==> config.mk <==
export PLATFORM = sky130hd
export DESIGN_NAME = dcsw_core
export DESIGN_NICKNAME = d
export VERILOG_FILES = /design/src/dcsw_pkg.sv /design/src/dcsw_core.sv /design/src/dcsw_sync.sv /design/src/dcsw_loss_timer.sv
export VERILOG_INCLUDE_DIRS = /design/src
export SDC_FILE = /design/constraint.sdc
export NUM_CORES = 1
export LEC_CHECK = 0
export ABC_CLOCK_PERIOD_IN_PS = 3600
export BUFFER_PORTS_ARGS = -buffer_cell sky130_fd_sc_hd__buf_2
export CAP_MARGIN = 40
export CORE_MARGIN = 2
export CORE_UTILIZATION = 31
export DETAILED_ROUTE_END_ITERATION = 8
export PLACE_DENSITY_LB_ADDON = 0.1
export SLEW_MARGIN = 20
export SYNTH_ARGS = -nofsm -noshare
export SYNTH_HDL_FRONTEND = slang
export SYNTH_SLANG_ARGS = --single-unit
==> constraint.sdc <==
create_clock -name clk_i -period 3.6 [get_ports clk_i]
set_clock_uncertainty 0.1 [all_clocks]
set_input_delay 0.18 -clock clk_i [delete_from_list [all_inputs] [get_ports clk_i]]
set_output_delay 0.18 -clock clk_i [all_outputs]
set_load 0.01 [all_outputs]
==> src/dcsw_map.svh <==
// Constants for the drive command and state word block.
// Assumes inclusion by bare name from every design file that needs it.
// Overview of operation
// - Command bit 0 low stops along ramp (ramp_stop_command); high proceeds to ready.
// - Command bit 1 low coasts to stop, then switch-on inhibited.
// - Command bit 2 low stops within set time, then switch-on inhibited.
// - Command bit 4 low forces ramp output to zero.
// - Command bit 5 low freezes ramp output; high lets ramping proceed.
// - Command bit 6 low forces ramp input to zero when fieldbus is its source.
// - Rising command bit 7 clears fault when fieldbus is reset source.
// - Command bit 10 low ignores word and reference except bits 0 to 2.
// - Command bit 11 picks location b or a when fieldbus selects location.
// - State bit 0 is ready to switch on; bit 1 ready to operate.
// - State bit 2 is operation enabled; inhibit cause reported separately.
// - State bit 8 high when actual value within tolerance of reference.
// - State bit 9 high when control location is remote.
// - State bits 10 to 14 follow selected sources; bit 15 reserved.
// - Exchange with fieldbus_adapter_port only while link enable is set; the code gates only words taken in, the state word still updates.
// - Detect break on master link or adapter link; take configured reaction.
// - Reaction applied only after programmable timeout from break detection.
// - Adapter and mapping settings take effect only on refresh with configure; the code latches only the loss action and timeout, the rest act at once.
`ifndef DCSW_MAP_SVH
`define DCSW_MAP_SVH
`define DCSW_CW_RAMP_STOP 0
`define DCSW_CW_COAST_STOP 1
`define DCSW_CW_QUICK_STOP 2
`define DCSW_CW_RUN 3
`define DCSW_CW_RAMP_OUT_EN 4
`define DCSW_CW_RAMP_HOLD_N 5
`define DCSW_CW_RAMP_IN_EN 6
`define DCSW_CW_RESET 7
`define DCSW_CW_REMOTE 10
`define DCSW_CW_LOC_B 11
`define DCSW_CW_USER_LSB 12
`define DCSW_CW_USER_MSB 15
`define DCSW_STOP_MASK 16'h0007
`define DCSW_WORD_RESET 16'h0000
`define DCSW_REFRESH_CONFIGURE 2'h1
`define DCSW_ACT_NONE 2'h0
`define DCSW_ACT_FAULT 2'h1
`define DCSW_ACT_RAMP_STOP 2'h2
`define DCSW_ACT_WARN 2'h3
`define DCSW_TMO_UNIT_MS 1
`define DCSW_CLK_HZ 25000000
`define DCSW_TICK_DIV (`DCSW_CLK_HZ / 1000 * `DCSW_TMO_UNIT_MS)
`endif

==> src/dcsw_pkg.sv <==
// Types shared by the drive command and state word block.
// Assumes nothing of its surroundings.
package dcsw_pkg;
  typedef enum logic [2:0] {
    DCSW_NOT_READY,
    DCSW_INHIBITED,
    DCSW_READY_ON,
    DCSW_READY_RUN,
    DCSW_ENABLED,
    DCSW_FAULTED
  } dcsw_state_t;
endpackage

==> src/dcsw_core.sv <==
// Command word interpreter and state word builder for a drive on a fieldbus.
// Assumes the adapter presents words with a strobe on the same clock; the
// adapter and master link health levels arrive from outside and are synchronised.
`timescale 1ns/1ps
`include "dcsw_map.svh"
module dcsw_core (
  // Clock and reset.
  input wire logic clk_i,
  input wire logic rst_i,
  // Adapter port: command word and reference, valid for one cycle.
  input wire logic cmd_valid_i,
  input wire logic [15:0] fieldbus_command_word_i,
  input wire logic [15:0] ref_i,
  output logic [15:0] drive_state_word_o,
  output logic [15:0] ref_accepted_o,
  // Link health from outside the clock domain.
  input wire logic master_link_ok_i,
  input wire logic adapter_link_ok_i,
  // Settings.
  input wire logic link_enable_i,
  input wire logic [1:0] loss_action_i,
  input wire logic [15:0] loss_timeout_ms_i,
  input wire logic [1:0] refresh_i,
  input wire logic refresh_strobe_i,
  input wire logic fb_ramp_in_src_i,
  input wire logic fb_reset_src_i,
  input wire logic fb_loc_sel_i,
  input wire logic local_ctrl_i,
  input wire logic [4:0] user_status_src_i,
  // Drive conditions from the surrounding logic.
  input wire logic run_permissive_i,
  input wire logic fault_i,
  input wire logic warning_i,
  input wire logic at_setpoint_i,
  input wire logic stopped_i,
  // Drive controls.
  output logic ramp_out_zero_o,
  output logic ramp_hold_o,
  output logic ramp_in_zero_o,
  output logic ramp_stop_o,
  output logic coast_o,
  output logic quick_stop_o,
  output logic fault_clear_o,
  output logic loc_b_o,
  output logic [3:0] user_bits_o,
  output logic [3:0] inhibit_cause_o,
  output logic loss_fault_o,
  output logic loss_warn_o
);
  dcsw_pkg::dcsw_state_t state_r;
  dcsw_pkg::dcsw_state_t state_nxt;
  logic [15:0] cw_r;
  logic [15:0] cw_nxt;
  logic reset_bit_q_r;
  logic cfg_action_r;
  logic [1:0] act_r;
  logic [15:0] tmo_r;
  logic [15:0] div_r;
  logic tick_r;
  logic fault_r;
  logic master_ok_s;
  logic adapter_ok_s;
  logic expired;

  // Link health is asynchronous, so each level passes two flip-flops.
  dcsw_sync u_sync_master (
    .clk_i(clk_i),
    .rst_i(rst_i),
    .d_i(master_link_ok_i),
    .q_o(master_ok_s)
  );
  dcsw_sync u_sync_adapter (
    .clk_i(clk_i),
    .rst_i(rst_i),
    .d_i(adapter_link_ok_i),
    .q_o(adapter_ok_s)
  );

  // A break on either hop counts; a disabled link is not supervised.
  wire link_break = link_enable_i && !(master_ok_s && adapter_ok_s);

  // Millisecond tick for the loss timer.
  wire tick_wrap = (div_r == 16'(`DCSW_TICK_DIV - 1));
  always_ff @(posedge clk_i or posedge rst_i) begin
    if (rst_i) begin
      div_r <= 16'h0000;
      tick_r <= 1'b0;
    end else begin
      div_r <= tick_wrap ? 16'h0000 : div_r + 16'h0001;
      tick_r <= tick_wrap;
    end
  end

  dcsw_loss_timer u_loss (
    .clk_i(clk_i),
    .rst_i(rst_i),
    .break_i(link_break),
    .tick_i(tick_r),
    .timeout_i(tmo_r),
    .expired_o(expired)
  );

  // Loss settings are latched only by a refresh with the configure value.
  wire refresh_go = refresh_strobe_i && (refresh_i == `DCSW_REFRESH_CONFIGURE);
  always_ff @(posedge clk_i or posedge rst_i) begin
    if (rst_i) begin
      act_r <= `DCSW_ACT_NONE;
      tmo_r <= 16'h0000;
      cfg_action_r <= 1'b0;
    end else if (refresh_go) begin
      act_r <= loss_action_i;
      tmo_r <= loss_timeout_ms_i;
      cfg_action_r <= 1'b1;
    end
  end

  // Words are taken only while the link is enabled; with remote off, only the
  // three stop bits get through and the rest of the stored word is kept.
  wire take_word = cmd_valid_i && link_enable_i;
  wire remote_on = fieldbus_command_word_i[`DCSW_CW_REMOTE];
  wire [15:0] word_masked = (fieldbus_command_word_i & `DCSW_STOP_MASK) |
                            (cw_r & ~(`DCSW_STOP_MASK));
  assign cw_nxt = !take_word ? cw_r :
                  remote_on ? fieldbus_command_word_i : word_masked;

  // Loss reaction may force a ramp stop on top of the received word.
  wire loss_stop = expired && cfg_action_r && (act_r == `DCSW_ACT_RAMP_STOP);
  wire loss_flt = expired && cfg_action_r && (act_r == `DCSW_ACT_FAULT);
  wire run_bit = cw_r[`DCSW_CW_RAMP_STOP] && !loss_stop;
  wire coast_bit = cw_r[`DCSW_CW_COAST_STOP];
  wire quick_bit = cw_r[`DCSW_CW_QUICK_STOP];
  wire run_en = cw_r[`DCSW_CW_RUN] && run_permissive_i;
  wire reset_edge = cw_r[`DCSW_CW_RESET] && !reset_bit_q_r && fb_reset_src_i;
  wire any_fault = fault_i || fault_r;

  // Drive state sequence.
  always_comb begin
    state_nxt = state_r;
    case (state_r)
      dcsw_pkg::DCSW_FAULTED: begin
        if (reset_edge) begin
          state_nxt = dcsw_pkg::DCSW_INHIBITED;
        end
      end
      default: begin
        if (any_fault) begin
          state_nxt = dcsw_pkg::DCSW_FAULTED;
        end else if (!coast_bit || (!quick_bit && stopped_i)) begin
          state_nxt = dcsw_pkg::DCSW_INHIBITED;
        end else if (!quick_bit) begin
          state_nxt = state_r;
        end else if (!run_bit) begin
          state_nxt = (state_r == dcsw_pkg::DCSW_INHIBITED && stopped_i) ?
                      dcsw_pkg::DCSW_READY_ON :
                      (state_r == dcsw_pkg::DCSW_INHIBITED) ? state_r :
                      dcsw_pkg::DCSW_READY_ON;
        end else if (state_r == dcsw_pkg::DCSW_INHIBITED ||
                     state_r == dcsw_pkg::DCSW_NOT_READY) begin
          state_nxt = state_r;
        end else if (run_en) begin
          state_nxt = dcsw_pkg::DCSW_ENABLED;
        end else begin
          state_nxt = dcsw_pkg::DCSW_READY_RUN;
        end
      end
    endcase
    // Not-ready with bits 1 and 2 high and no fault goes to inhibited; bit 0 is not looked at.
    if (state_r == dcsw_pkg::DCSW_NOT_READY && !any_fault && coast_bit && quick_bit) begin
      state_nxt = dcsw_pkg::DCSW_INHIBITED;
    end
  end

  always_ff @(posedge clk_i or posedge rst_i) begin
    if (rst_i) begin
      state_r <= dcsw_pkg::DCSW_NOT_READY;
      cw_r <= `DCSW_WORD_RESET;
      reset_bit_q_r <= 1'b0;
    end else begin
      state_r <= state_nxt;
      cw_r <= cw_nxt;
      reset_bit_q_r <= cw_r[`DCSW_CW_RESET];
    end
  end

  // A loss fault holds until cleared by a reset edge; a new loss in that same
  // cycle wins so the event is never dropped.
  always_ff @(posedge clk_i or posedge rst_i) begin
    if (rst_i) begin
      fault_r <= 1'b0;
    end else if (loss_flt) begin
      fault_r <= 1'b1;
    end else if (reset_edge) begin
      fault_r <= 1'b0;
    end
  end

  // State word fields.
  wire enabled = (state_r == dcsw_pkg::DCSW_ENABLED);
  wire faulted = (state_r == dcsw_pkg::DCSW_FAULTED);
  wire ready_on = (state_r == dcsw_pkg::DCSW_READY_ON) ||
                  (state_r == dcsw_pkg::DCSW_READY_RUN) || enabled;
  wire ready_run = ((state_r == dcsw_pkg::DCSW_READY_RUN) || enabled) && run_bit;
  wire inhibited = (state_r == dcsw_pkg::DCSW_INHIBITED);
  wire [15:0] sw_nxt = {1'b0,
                        user_status_src_i,
                        !local_ctrl_i,
                        at_setpoint_i,
                        warning_i || (expired && act_r == `DCSW_ACT_WARN),
                        inhibited, quick_bit, coast_bit, faulted,
                        enabled,
                        ready_run, ready_on};

  // Ramp output release only acts while operating; hold and input zero follow the word in any state.
  wire ramp_ok = enabled && run_bit;
  wire [3:0] cause_nxt = {!run_permissive_i, !quick_bit, !coast_bit, !run_bit};

  always_ff @(posedge clk_i or posedge rst_i) begin
    if (rst_i) begin
      drive_state_word_o <= `DCSW_WORD_RESET;
      ref_accepted_o <= 16'h0000;
      ramp_out_zero_o <= 1'b1;
      ramp_hold_o <= 1'b1;
      ramp_in_zero_o <= 1'b1;
      ramp_stop_o <= 1'b1;
      coast_o <= 1'b0;
      quick_stop_o <= 1'b0;
      fault_clear_o <= 1'b0;
      loc_b_o <= 1'b0;
      user_bits_o <= 4'h0;
      inhibit_cause_o <= 4'h0;
      loss_fault_o <= 1'b0;
      loss_warn_o <= 1'b0;
    end else begin
      drive_state_word_o <= sw_nxt;
      if (take_word && remote_on) begin
        ref_accepted_o <= ref_i;
      end
      ramp_out_zero_o <= !(ramp_ok && cw_r[`DCSW_CW_RAMP_OUT_EN]);
      ramp_hold_o <= !cw_r[`DCSW_CW_RAMP_HOLD_N];
      ramp_in_zero_o <= fb_ramp_in_src_i && !cw_r[`DCSW_CW_RAMP_IN_EN];
      ramp_stop_o <= !run_bit;
      coast_o <= !coast_bit;
      quick_stop_o <= !quick_bit;
      // The faulted state is itself the active fault, even once the source has gone.
      fault_clear_o <= reset_edge && (any_fault || faulted);
      if (fb_loc_sel_i) begin
        loc_b_o <= cw_r[`DCSW_CW_LOC_B];
      end
      user_bits_o <= cw_r[`DCSW_CW_USER_MSB:`DCSW_CW_USER_LSB];
      inhibit_cause_o <= enabled ? 4'h0 : cause_nxt;
      loss_fault_o <= fault_r;
      loss_warn_o <= expired && act_r == `DCSW_ACT_WARN;
    end
  end

  // Checks.
  chk_coast_inhibits: assert property (@(posedge clk_i) disable iff (rst_i)
    (!coast_bit && !any_fault && state_r != dcsw_pkg::DCSW_FAULTED)
      |=> state_r == dcsw_pkg::DCSW_INHIBITED)
    else $error("Coast stop did not reach switch-on inhibited.");
  chk_run_needs_perm: assert property (@(posedge clk_i) disable iff (rst_i)
    $rose(enabled) |-> $past(run_permissive_i) && $past(cw_r[`DCSW_CW_RUN]))
    else $error("Operation enabled without run bit and permissive.");
  chk_remote_masks: assert property (@(posedge clk_i) disable iff (rst_i)
    (take_word && !remote_on) |=> cw_r[15:3] == $past(cw_r[15:3]))
    else $error("Non-stop bits changed while remote was off.");
  chk_link_gate: assert property (@(posedge clk_i) disable iff (rst_i)
    !link_enable_i |=> cw_r == $past(cw_r))
    else $error("Command word taken while the link was disabled.");
  chk_state_bit2: assert property (@(posedge clk_i) disable iff (rst_i)
    ##1 drive_state_word_o[2] == $past(enabled))
    else $error("State bit 2 does not follow operation enabled.");
  chk_fault_clear: assert property (@(posedge clk_i) disable iff (rst_i)
    (faulted && reset_edge) |=> state_r == dcsw_pkg::DCSW_INHIBITED && fault_clear_o)
    else $error("Reset edge did not clear the fault.");
  chk_ramp_zero: assert property (@(posedge clk_i) disable iff (rst_i)
    !cw_r[`DCSW_CW_RAMP_OUT_EN] |=> ramp_out_zero_o)
    else $error("Ramp output not forced to zero.");
  chk_refresh_only: assert property (@(posedge clk_i) disable iff (rst_i)
    !refresh_go |=> act_r == $past(act_r))
    else $error("Loss action changed without a configure refresh.");
endmodule

==> src/dcsw_sync.sv <==
// Two flip-flop synchroniser for one asynchronous level.
// Assumes one clock and an asynchronous active-high reset.
`timescale 1ns/1ps
module dcsw_sync (
  // Clock and reset.
  input wire logic clk_i,
  input wire logic rst_i,
  // Level in and out.
  input wire logic d_i,
  output logic q_o
);
  logic meta_r;

  // The first stage feeds only the second stage.
  always_ff @(posedge clk_i or posedge rst_i) begin
    if (rst_i) begin
      meta_r <= 1'b0;
      q_o <= 1'b0;
    end else begin
      meta_r <= d_i;
      q_o <= meta_r;
    end
  end
endmodule

==> src/dcsw_loss_timer.sv <==
// Communication-loss timer counting millisecond ticks after a break.
// Assumes a one-cycle tick enable from the top and same-clock inputs.
`timescale 1ns/1ps
`include "dcsw_map.svh"
module dcsw_loss_timer (
  // Clock and reset.
  input wire logic clk_i,
  input wire logic rst_i,
  // Break level, tick enable and timeout in ticks.
  input wire logic break_i,
  input wire logic tick_i,
  input wire logic [15:0] timeout_i,
  // Reaction due.
  output logic expired_o
);
  logic [15:0] cnt_r;
  logic [15:0] cnt_nxt;
  wire at_limit = (cnt_r >= timeout_i);

  // Counting restarts whenever the break clears, so a flicker trips only if it spans timeout_i ticks (any flicker with a timeout of 0).
  assign cnt_nxt = (!break_i) ? 16'h0000 :
                   (tick_i && !at_limit) ? cnt_r + 16'h0001 : cnt_r;

  always_ff @(posedge clk_i or posedge rst_i) begin
    if (rst_i) begin
      cnt_r <= 16'h0000;
      expired_o <= 1'b0;
    end else begin
      cnt_r <= cnt_nxt;
      expired_o <= break_i && at_limit;
    end
  end

  chk_loss_waits: assert property (@(posedge clk_i) disable iff (rst_i)
    $rose(expired_o) |-> $past(break_i) && $past(cnt_r) >= $past(timeout_i))
    else $error("Loss reaction raised before the timeout ran out.");
endmodule

* Yosys cells after proc, flatten, opt, wreduce, memory -nomap -nowiden
Index checks and enable logic that the tools add are counted.
Word-level totals: flip-flop bits (word level) 127, bits of input ports 73, output and inout bits 50, logic and storage cells 115
Operators by class: $add $sub $neg 2, magnitude comparators 1, equal/unequal tests 14, multiplexer cells 18, bitwise logic cells 1, reduce and logical (&&, ||, !) cells 50
Operator list (count):
- 2-to-1 mux 16 bit | 4
- 2-to-1 mux 3 bit | 11
- adder 16 x 1 -> 16 bit (second input constant) | 2
- logical AND 1 bit | 25
- equality test 16 x 15 -> 1 bit (second input constant) | 1
- >= comparator 16 bit | 1
- bitwise OR 3 x 16 -> 16 bit | 1
- logical NOT 1 bit | 13
- logical OR 1 bit | 8
- != test 7 x 4 -> 1 bit (second input constant) | 1
- equality test 3 x 2 -> 1 bit (second input constant) | 2
- equality test 3 bit (second input constant) | 2
- != test 6 x 5 -> 1 bit (second input constant) | 1
- nonzero test 5 bit | 1
- equality test 2 x 1 -> 1 bit (second input constant) | 2
- equality test 2 bit (second input constant) | 2
- 2-to-1 mux 4 bit | 1
- AND reduction 4 bit | 1
- equality test 3 x 1 -> 1 bit (second input constant) | 1
- logical NOT 3 bit | 1
- != test 3 x 2 -> 1 bit (second input constant) | 1
- 2-to-1 mux 1 bit | 2
- != test 2 bit (second input constant) | 1
- nonzero test 2 bit | 1

* Logic depth before layout (Yosys ltp)
Gate-level depths: netlist of run 1.
depth after elaboration 10, gate-level depth with buffers 9, depth with buffers taken out 8

* Cells and area by module
From an unflattened synthesis of run 1, not the netlist that was laid out.
Unflattened totals: cells, all modules 411, area, all modules 5212.5 sq um
By module, submodules not included:
- dcsw_core | instances 1, cells an instance 260, area an instance 3799.9 sq um
- dcsw_loss_timer | instances 1, cells an instance 145, area an instance 1305.0 sq um
- dcsw_sync | instances 2, cells an instance 3, area an instance 53.8 sq um

* Least setup slack after synthesis of run 1
Ideal clock, no wire load.
path type flip-flop to flip-flop, start point register u_loss.cnt_r[5], end point register u_loss.cnt_r[8], library setup time 0.078 ns, arrival time 2.176 ns, data required time 3.422 ns, setup slack 1.245 ns, cell stages (with the launch flop) 8, clock period less this slack 2.355 ns, path through dfrtp_1 > ha_1 > a21oi_2 > o21ai_2 > a2111oi_4 > nand2_2 > or4_1 > a21oi_1
Between the ends: longest elaborated chain between the ends 4
Ends and longest elaborated chain:
- start: declaration | RTL line dcsw_loss_timer.sv:16 | logic [15:0] cnt_r;
- start signal: assignment | RTL line dcsw_loss_timer.sv:29 | cnt_r <= cnt_nxt;
- >= comparator 16 bit | RTL line dcsw_loss_timer.sv:18 | wire at_limit = (cnt_r >= timeout_i);
- logical NOT 1 bit | RTL line dcsw_loss_timer.sv:22 | (tick_i && !at_limit) ? cnt_r + 16'h0001 : cnt_r;
- logical AND 1 bit | RTL line dcsw_loss_timer.sv:22
- != test 2 bit (no line)
Parallel ways exist; a longest one is shown, timed or not. The select of a mux whose other input is x is not followed. A chain may end at the register's enable or synchronous reset.

* Worst setup path in the final report of run 1
start point register u_loss.cnt_r[5], end point register u_loss.cnt_r[6]
Same word-level chain as after synthesis.

==> reports/results.ini, run 1 <==
[setup_path]
path_class = flop to flop
setup.reg_to_reg.worst_slack_ps = 810
critical_path_buf_inv_count = 0
cp_max_fo = 18
critical_path.cell_chain = ha_1 -> a21oi_2 -> o21ai_2 -> a2111oi_4 -> nand2_2 -> or4b_1 -> a21oi_1
worstPathArrival_ps = 3020
critPathSlowestCell = or4b_1
start_kind = flop
cp_data_required_time_ps = 3830
setup.worst_path.end_class = flop
cp_slowest_stage_delay_ps = 590
cp_top_family = simple AND/OR/NAND/NOR gates

[sta]
timing.setup.tns_ps = 0
report.final.slew_viol_count = 0
min_period_ps = 2787
worst_slew_pin_slew_ps = 646.9
setup_repair_after_global_routing_missed_its_margin = no
setup_violations = 0
timing.hold.ws_ps = 38.89
final_min_period_over_clock_period_pct = 77.43
slew_headroom_pct = 56.77
finalHoldViolCount = 0
fmax_mhz = 358.7

[detailed_routing]
routed_via_density = 4.464
via_count = 3763
wl_met3_um = 545
postRouteWirelength_um = 11300
drc_errors = 0
route.antenna.remaining_nets = 0
detailedRoute.firstPassIterationCount = 4
route.detailed.wl_per_inst_um = 13.40
topRoutingLayerUsed = met4
met1_routed_length_um = 5090
drt_iter0_markers = 192
met2_wirelength_um = 5451

[grt]
grt_start_max_net_pins = 72
initial_antenna_violation_count = 0
track_usage_pct = 13.93
grt_pass1_vias = 4004
grt_remaining_overflow = 0
grt_pass1_wl_um = 19330

[cells_and_area]
regArea_um2 = 3108
area_of_combinational_cells_with_multiple_inputs_um2 = 1881
nets = 701
final_layout_size_suffix_gt1_share_pct = 34.99
fillerInstances = 1602
synthToLayoutAreaGrowth_pct = 40.92
insertedDiodeCount = 0

[die]
floorplan.io_pins = 123
placeableCoreArea_um2 = 16350
die_width_um = 132.6
fp.dieH_um = 132.6
die_area_um2 = 17580
initial_util_pct = 31.35
fp-row-count = 47

[run]
drv_cap = 0

[power_and_ir_drop]
worst_ir_drop_vdd_mv = 0.3263
static-leakage-power_nw = 3.379
power_density_nw_per_um2 = 532.9

[clock_tree]
cts-buffers-inserted = 17
cts.repair_timing.setup_buffer_count = 0
postCtsResizedCells = 0
tritoncts_num_sinks = 124
ctsHoldBuffers = 62
max-clock-path-buffers = 2
cts_tree = built
clock_tree.htree_level_count = 4
cts.reportedPaths.clkPinSlew_ps = 60
clk-insertion-delay-late_ps = 420
clock-root-buffer = clkbuf_16

[yosys]
synth_top_area_share_pct = 58.59
syn_avg_cell_area_um2 = 12.41
synth_area_um2 = 5125
ys_types = 48
synth_nets = 504
leading_register_cell_type_out_of_synthesis = dfrtp_1
yosys_register_bits = 124
synth.largest_area_cell = dfrtp_1
synth_edf_count = 0
synthesis.instances = 413
asyncSetResetFlopFracSynth_pct = 100.0
synth-seq-area-share_pct = 60.64
ys_warn_count = 0
synth.top_cells.by_area = dfrtp_1 59%, mux2_2 11%, ha_1 4.4%

[place]
dp_hpwl_um = 7648
globalplace.congestion = 0.7906
buffer_ports.inserted = 119

[status]
status = finished clean

[hold_path]
worst_hold_path_type = input port to flop

cell usage after synthesis, types with 4 or more instances:
| library cell | n |
|---|---|
| clkbuf_1 | 6 |
| or3_1 | 6 |
| mux2_2 | 49 |
| nand2_1 | 25 |
| nand4_1 | 5 |
| xnor2_1 | 8 |
| o31ai_1 | 4 |
| nor2_1 | 30 |
| nand3_1 | 14 |
| inv_1 | 27 |
| nand3b_1 | 4 |
| nor3_1 | 6 |
| dfstp_2 | 4 |
| or4_1 | 4 |
| a21oi_1 | 15 |
| o21ai_0 | 11 |
| ha_1 | 18 |
| and3_1 | 7 |
| dfrtp_1 | 120 |
| xor2_1 | 9 |
sequential cells by signal (all words and copies together), names as in the netlist, 2 cells and up:
name                count
user_bits_o             4
cw_r                   13
ref_accepted_o         16
u_loss.cnt_r           16
drive_state_word_o     15
tmo_r                  16
inhibit_cause_o         4
div_r                  16
act_r                   2
state_r                 3
final timing paths:
path / start / to / cells after the start
max reg2reg: u_loss.cnt_r[5] / u_loss.cnt_r[6] / 7
min reg2reg: u_sync_adapter.meta_r / u_sync_adapter.q_o / 0
max: u_loss.cnt_r[5] / u_loss.cnt_r[6] / 7
min: fb_reset_src_i / fault_clear_o / 3
min in group asynchronous: rst_i / drive_state_word_o[9] / 3
max in group asynchronous: rst_i / ramp_hold_o / 5
worst min-delay path, cell delays in order:
cell and delay, ps:
buf_2 100, nand3b_1 160, nor2_1 70
per-stage QoR:
step	cell area, µm²	power [mW]	instances	util (%)	worst slack [ps]
6_report	7222	3.849	843	44.18	812.5
5_1_grt	7222	4.049	843	44.18	517.1
4_1_cts	7194	3.907	842	44.01	823.1
3_5_place_dp	6007	2.194	748	36.74	840.0
3_3_place_gp	5991	2.183	746	36.64	880.5
2_1_floorplan	5125	1.981	413	-	27.39
cells in the final DEF (no fill, tap or decap), types with 14 or more instances in the layout:
master,count
clkbuf_16,17
nand2_1,25
dlygate4sd3_1,62
nand3_1,14
buf_2,120
a21oi_1,15
inv_1,26
mux2_2,49
dfrtp_1,120
nor2_1,30
ha_1,18
cell type report:
class | instances | share of cell area (%)
Sequential cell | 124 | 43.04
Timing Repair Buffer | 186 | 17.83
Clock inverter | 15 | 1.958
Multi-Input combinational cell | 254 | 26.04
Inverter | 27 | 1.438
Tap cell | 220 | 3.812
Clock buffer | 17 | 5.891
kinds of logic (layout without fill, tap and decap cells):
| logic type | Yosys count | count (layout) | synth area share, % |
|---|---|---|---|
| AOI/OAI and AO/OA | 46 | 46 | 5.860 |
| xor gates and xnor gates | 17 | 17 | 2.905 |
| adders and majority gates | 18 | 18 | 4.395 |
| buffers and inverters | 35 | 245 | 2.661 |
| DFF | 124 | 124 | 60.64 |
| muxes | 51 | 51 | 11.16 |
| other | 1 | 1 | 0.07317 |
| and+or+nand+nor | 121 | 121 | 12.31 |
where the power goes:
part | switching (mW) | total [mW] | internal, mW
clock | 0.673 | 1.63 | 0.957
sequential | 0.0796 | 1.65 | 1.57
combinational | 0.276 | 0.567 | 0.291
per-layer routing:
layer	vias up	global-route usage, %
li1	1845	-
met1	1812	17.19
met2	87	22.31
met3	19	4.483
met4	0	6.332
met5	-	0
(Power assumes the default switching activity.)
==> run 2, diff against run 1 <==
--- a/config.mk
+++ b/config.mk
@@ -6,7 +6,7 @@
 export SDC_FILE = /design/constraint.sdc
 export NUM_CORES = 1
 export LEC_CHECK = 0
-export ABC_CLOCK_PERIOD_IN_PS = 3600
+export ABC_CLOCK_PERIOD_IN_PS = 2700
 export BUFFER_PORTS_ARGS = -buffer_cell sky130_fd_sc_hd__buf_2
 export CAP_MARGIN = 40
 export CORE_MARGIN = 2
==> constraint.sdc (replaced) <==
create_clock -name clk_i -period 2.7 [get_ports clk_i]
set_clock_uncertainty 0.1 [all_clocks]
set_input_delay 0.135 -clock clk_i [delete_from_list [all_inputs] [get_ports clk_i]]
set_output_delay 0.135 -clock clk_i [all_outputs]
set_load 0.01 [all_outputs]
==> reports/results.ini, run 2 (synthesized netlist as in run 1, its figures left out) <==
[cells_and_area]
most_common_cell_after_layout_fill_and_taps_aside = dfrtp_1
nets = 706  ; was 701
final_layout_size_suffix_gt1_share_pct = 35.25  ; was 34.99%
finalNonFillerCells = 847  ; was 843
layout.core_utilization_pct = 44.34  ; was 44.18%
mostFrequentLayoutCells = 120 x dfrtp_1, 119 x buf_2, 63 x dlygate4sd3_1  ; was 120 x dfrtp_1, 120 x buf_2, 62 x dlygate4sd3_1
synthToLayoutAreaGrowth_pct = 41.46  ; was 40.92%
insertedDiodeCount = 0  ; unchanged

[power_and_ir_drop]
comb_power_share_pct = 15.2  ; was 14.7%
power_density_nw_per_um2 = 689.7  ; was 532.9 nW/µm²
static-leakage-power_nw = 3.390  ; was 3.379 nW
sw_ratio_pct = 25.59  ; was 26.74%
seq_power_share_pct = 44.0  ; was 42.9%
worst_ir_drop_vdd_mv = 0.4306  ; was 0.3263 mV
p_int_mw = 3.721  ; was 2.820 mW
power.clock.fraction_pct = 40.8  ; was 42.4%
net-switching-power_mw = 1.279  ; was 1.029 mW

[sta]
finalHoldViolCount = 0  ; unchanged
fmax_mhz = 396.9  ; was 358.7 MHz
report.final.slew_viol_count = 0  ; unchanged
min_period_ps = 2520  ; was 2787 ps
setup_violations = 0  ; unchanged
timing.setup.tns_ps = 0  ; unchanged
final_min_period_over_clock_period_pct = 93.32  ; was 77.43%
setup_repair_after_global_routing_missed_its_margin = no  ; unchanged
worst_slew_pin_slew_ps = 803.2  ; was 646.9 ps
setup_ws_ps = 180.3  ; was 812.5 ps
slew_headroom_pct = 46.04  ; was 56.77%

[setup_path]
worstReg2RegEnd = u_loss.cnt_r[15]  ; was u_loss.cnt_r[6]
setup.reg_to_reg.worst_slack_ps = 180  ; was 810 ps
path_class = flop to flop  ; unchanged
setup.worst_path.end_class = flop  ; unchanged
critical_path.endpoint = u_loss.cnt_r[15]  ; was u_loss.cnt_r[6]
cp_data_required_time_ps = 2920  ; was 3830 ps
worstPathArrival_ps = 2740  ; was 3020 ps
cp_max_fo = 5  ; was 18
worst_r2r_path_depth = 8  ; was 7
start_kind = flop  ; unchanged
r2r_start = u_loss.cnt_r[11]  ; was u_loss.cnt_r[5]
critical_path.startpoint = u_loss.cnt_r[11]  ; was u_loss.cnt_r[5]

[die]
die_width_um = 132.6  ; unchanged
placeableCoreArea_um2 = 16350  ; unchanged
floorplan.io_pins = 123  ; unchanged
initial_util_pct = 31.35  ; unchanged
fp-row-count = 47  ; unchanged
fp.dieH_um = 132.6  ; unchanged
die_area_um2 = 17580  ; unchanged

[clock_tree]
cts.reportedPaths.clkPinSlew_ps = 60  ; about the same
clk-insertion-delay-late_ps = 410  ; was 420 ps
cts_tree = built  ; unchanged
cts.repair_timing.setup_buffer_count = 0  ; unchanged
clock-root-buffer = clkbuf_16  ; unchanged
max-clock-path-buffers = 2  ; unchanged
clock_tree.htree_level_count = 4  ; unchanged
tritoncts_num_sinks = 124  ; unchanged
cts-buffers-inserted = 17  ; unchanged

[grt]
grt_pass1_wl_um = 19260  ; was 19330 µm
track_usage_pct = 13.85  ; was 13.93%
grt_start_max_net_pins = 51  ; was 72
grt_remaining_overflow = 0  ; unchanged
grt_pass1_vias = 3947  ; was 4004
initial_antenna_violation_count = 0  ; unchanged

[detailed_routing]
via_count = 3778  ; was 3763
postRouteWirelength_um = 11290  ; was 11300 µm
drc_errors = 0  ; unchanged
route.antenna.remaining_nets = 0  ; unchanged
routed_via_density = 4.460  ; was 4.464
detailedRoute.firstPassIterationCount = 4  ; unchanged
drt_iter0_markers = 135  ; was 192
route.detailed.wl_per_inst_um = 13.32  ; was 13.40 µm

[place]
buffer_ports.inserted = 119  ; unchanged
globalplace.congestion = 0.7978  ; was 0.7906
dp_worst_setup_slack_ps = 134.3  ; was 840.0 ps
dp_hpwl_um = 7901  ; was 7648 µm
total_instance_count_after_detailed_placement = 752  ; was 748

[run]
drv_cap = 0  ; unchanged

[hold_path]
worst_hold_path_type = input port to flop  ; unchanged

[status]
status = finished clean  ; unchanged

[run 2: per-stage QoR]
stage          power [mW]  area, µm²  hold slack, ps
5_1_grt             5.267       7249           63.15
6_report            5.000       7249           17.83
3_3_place_gp        2.911       6050           144.4
4_1_cts             5.078       7219           17.30
3_5_place_dp        2.928       6050           144.6
2_1_floorplan       2.642       5129           66.43
[run 2: what timing repair did]
action / CTS / global route
endpoints found under the hold margin: 92 / 0
hold buffers: 63 / 0
resized for setup: 0 / 2
endpoints found under the setup margin: 0 / 3
[run 2: worst min-delay path by stage]
stage                    startpoint                      to  slack (ps)  cells after the start
6_report             fb_reset_src_i                 fault_r          20                      4
5_1_grt                       rst_i                div_r[8]          60                      3
4_1_cts              fb_reset_src_i                 fault_r          20                      4
3_5_place_dp      adapter_link_ok_i   u_sync_adapter.meta_r         140                      1
3_3_place_gp   user_status_src_i[0]  drive_state_word_o[10]         140                      1
2_1_floorplan  user_status_src_i[0]  drive_state_word_o[10]          70                      0
[run 2: critical path: stages (launching register included)]
cell       delay [ps]
dfrtp_1           430
ha_1              320
a21oi_1           200
o21bai_2          120
a2111oi_4         410
buf_4             200
nand3_2           130
or3_1             370
a21oi_1           150
[run 2: layout make-up]
class	instances	area, µm²
fillers	1619	9099
well taps	220	275.3
multi-input cells	254	1891
flip-flops and latches	124	3108
clock inverters	10	68.82
repair buffers	191	1331
clock buffers	21	470.5
inverters	27	105.1
[run 2: power groups by stage]
stage	Clock [mW]	Combinational, mW	Sequential, mW
6_report	2.04	0.759	2.20
2_1_floorplan	0	0.360	2.28
3_5_place_dp	0	0.695	2.23
5_1_grt	2.19	0.846	2.23
3_3_place_gp	0	0.683	2.23
4_1_cts	2.11	0.770	2.20
[run 2: per-layer routing]
metal | global-route usage [%] | vias up | share of wire, %
li1 | - | 1847 | -
met1 | 17.35 | 1825 | 44
met2 | 22.37 | 85 | 49
met3 | 3.908 | 21 | 4.0
met4 | 6.153 | 0 | 2.3
met5 | 0 | - | 0
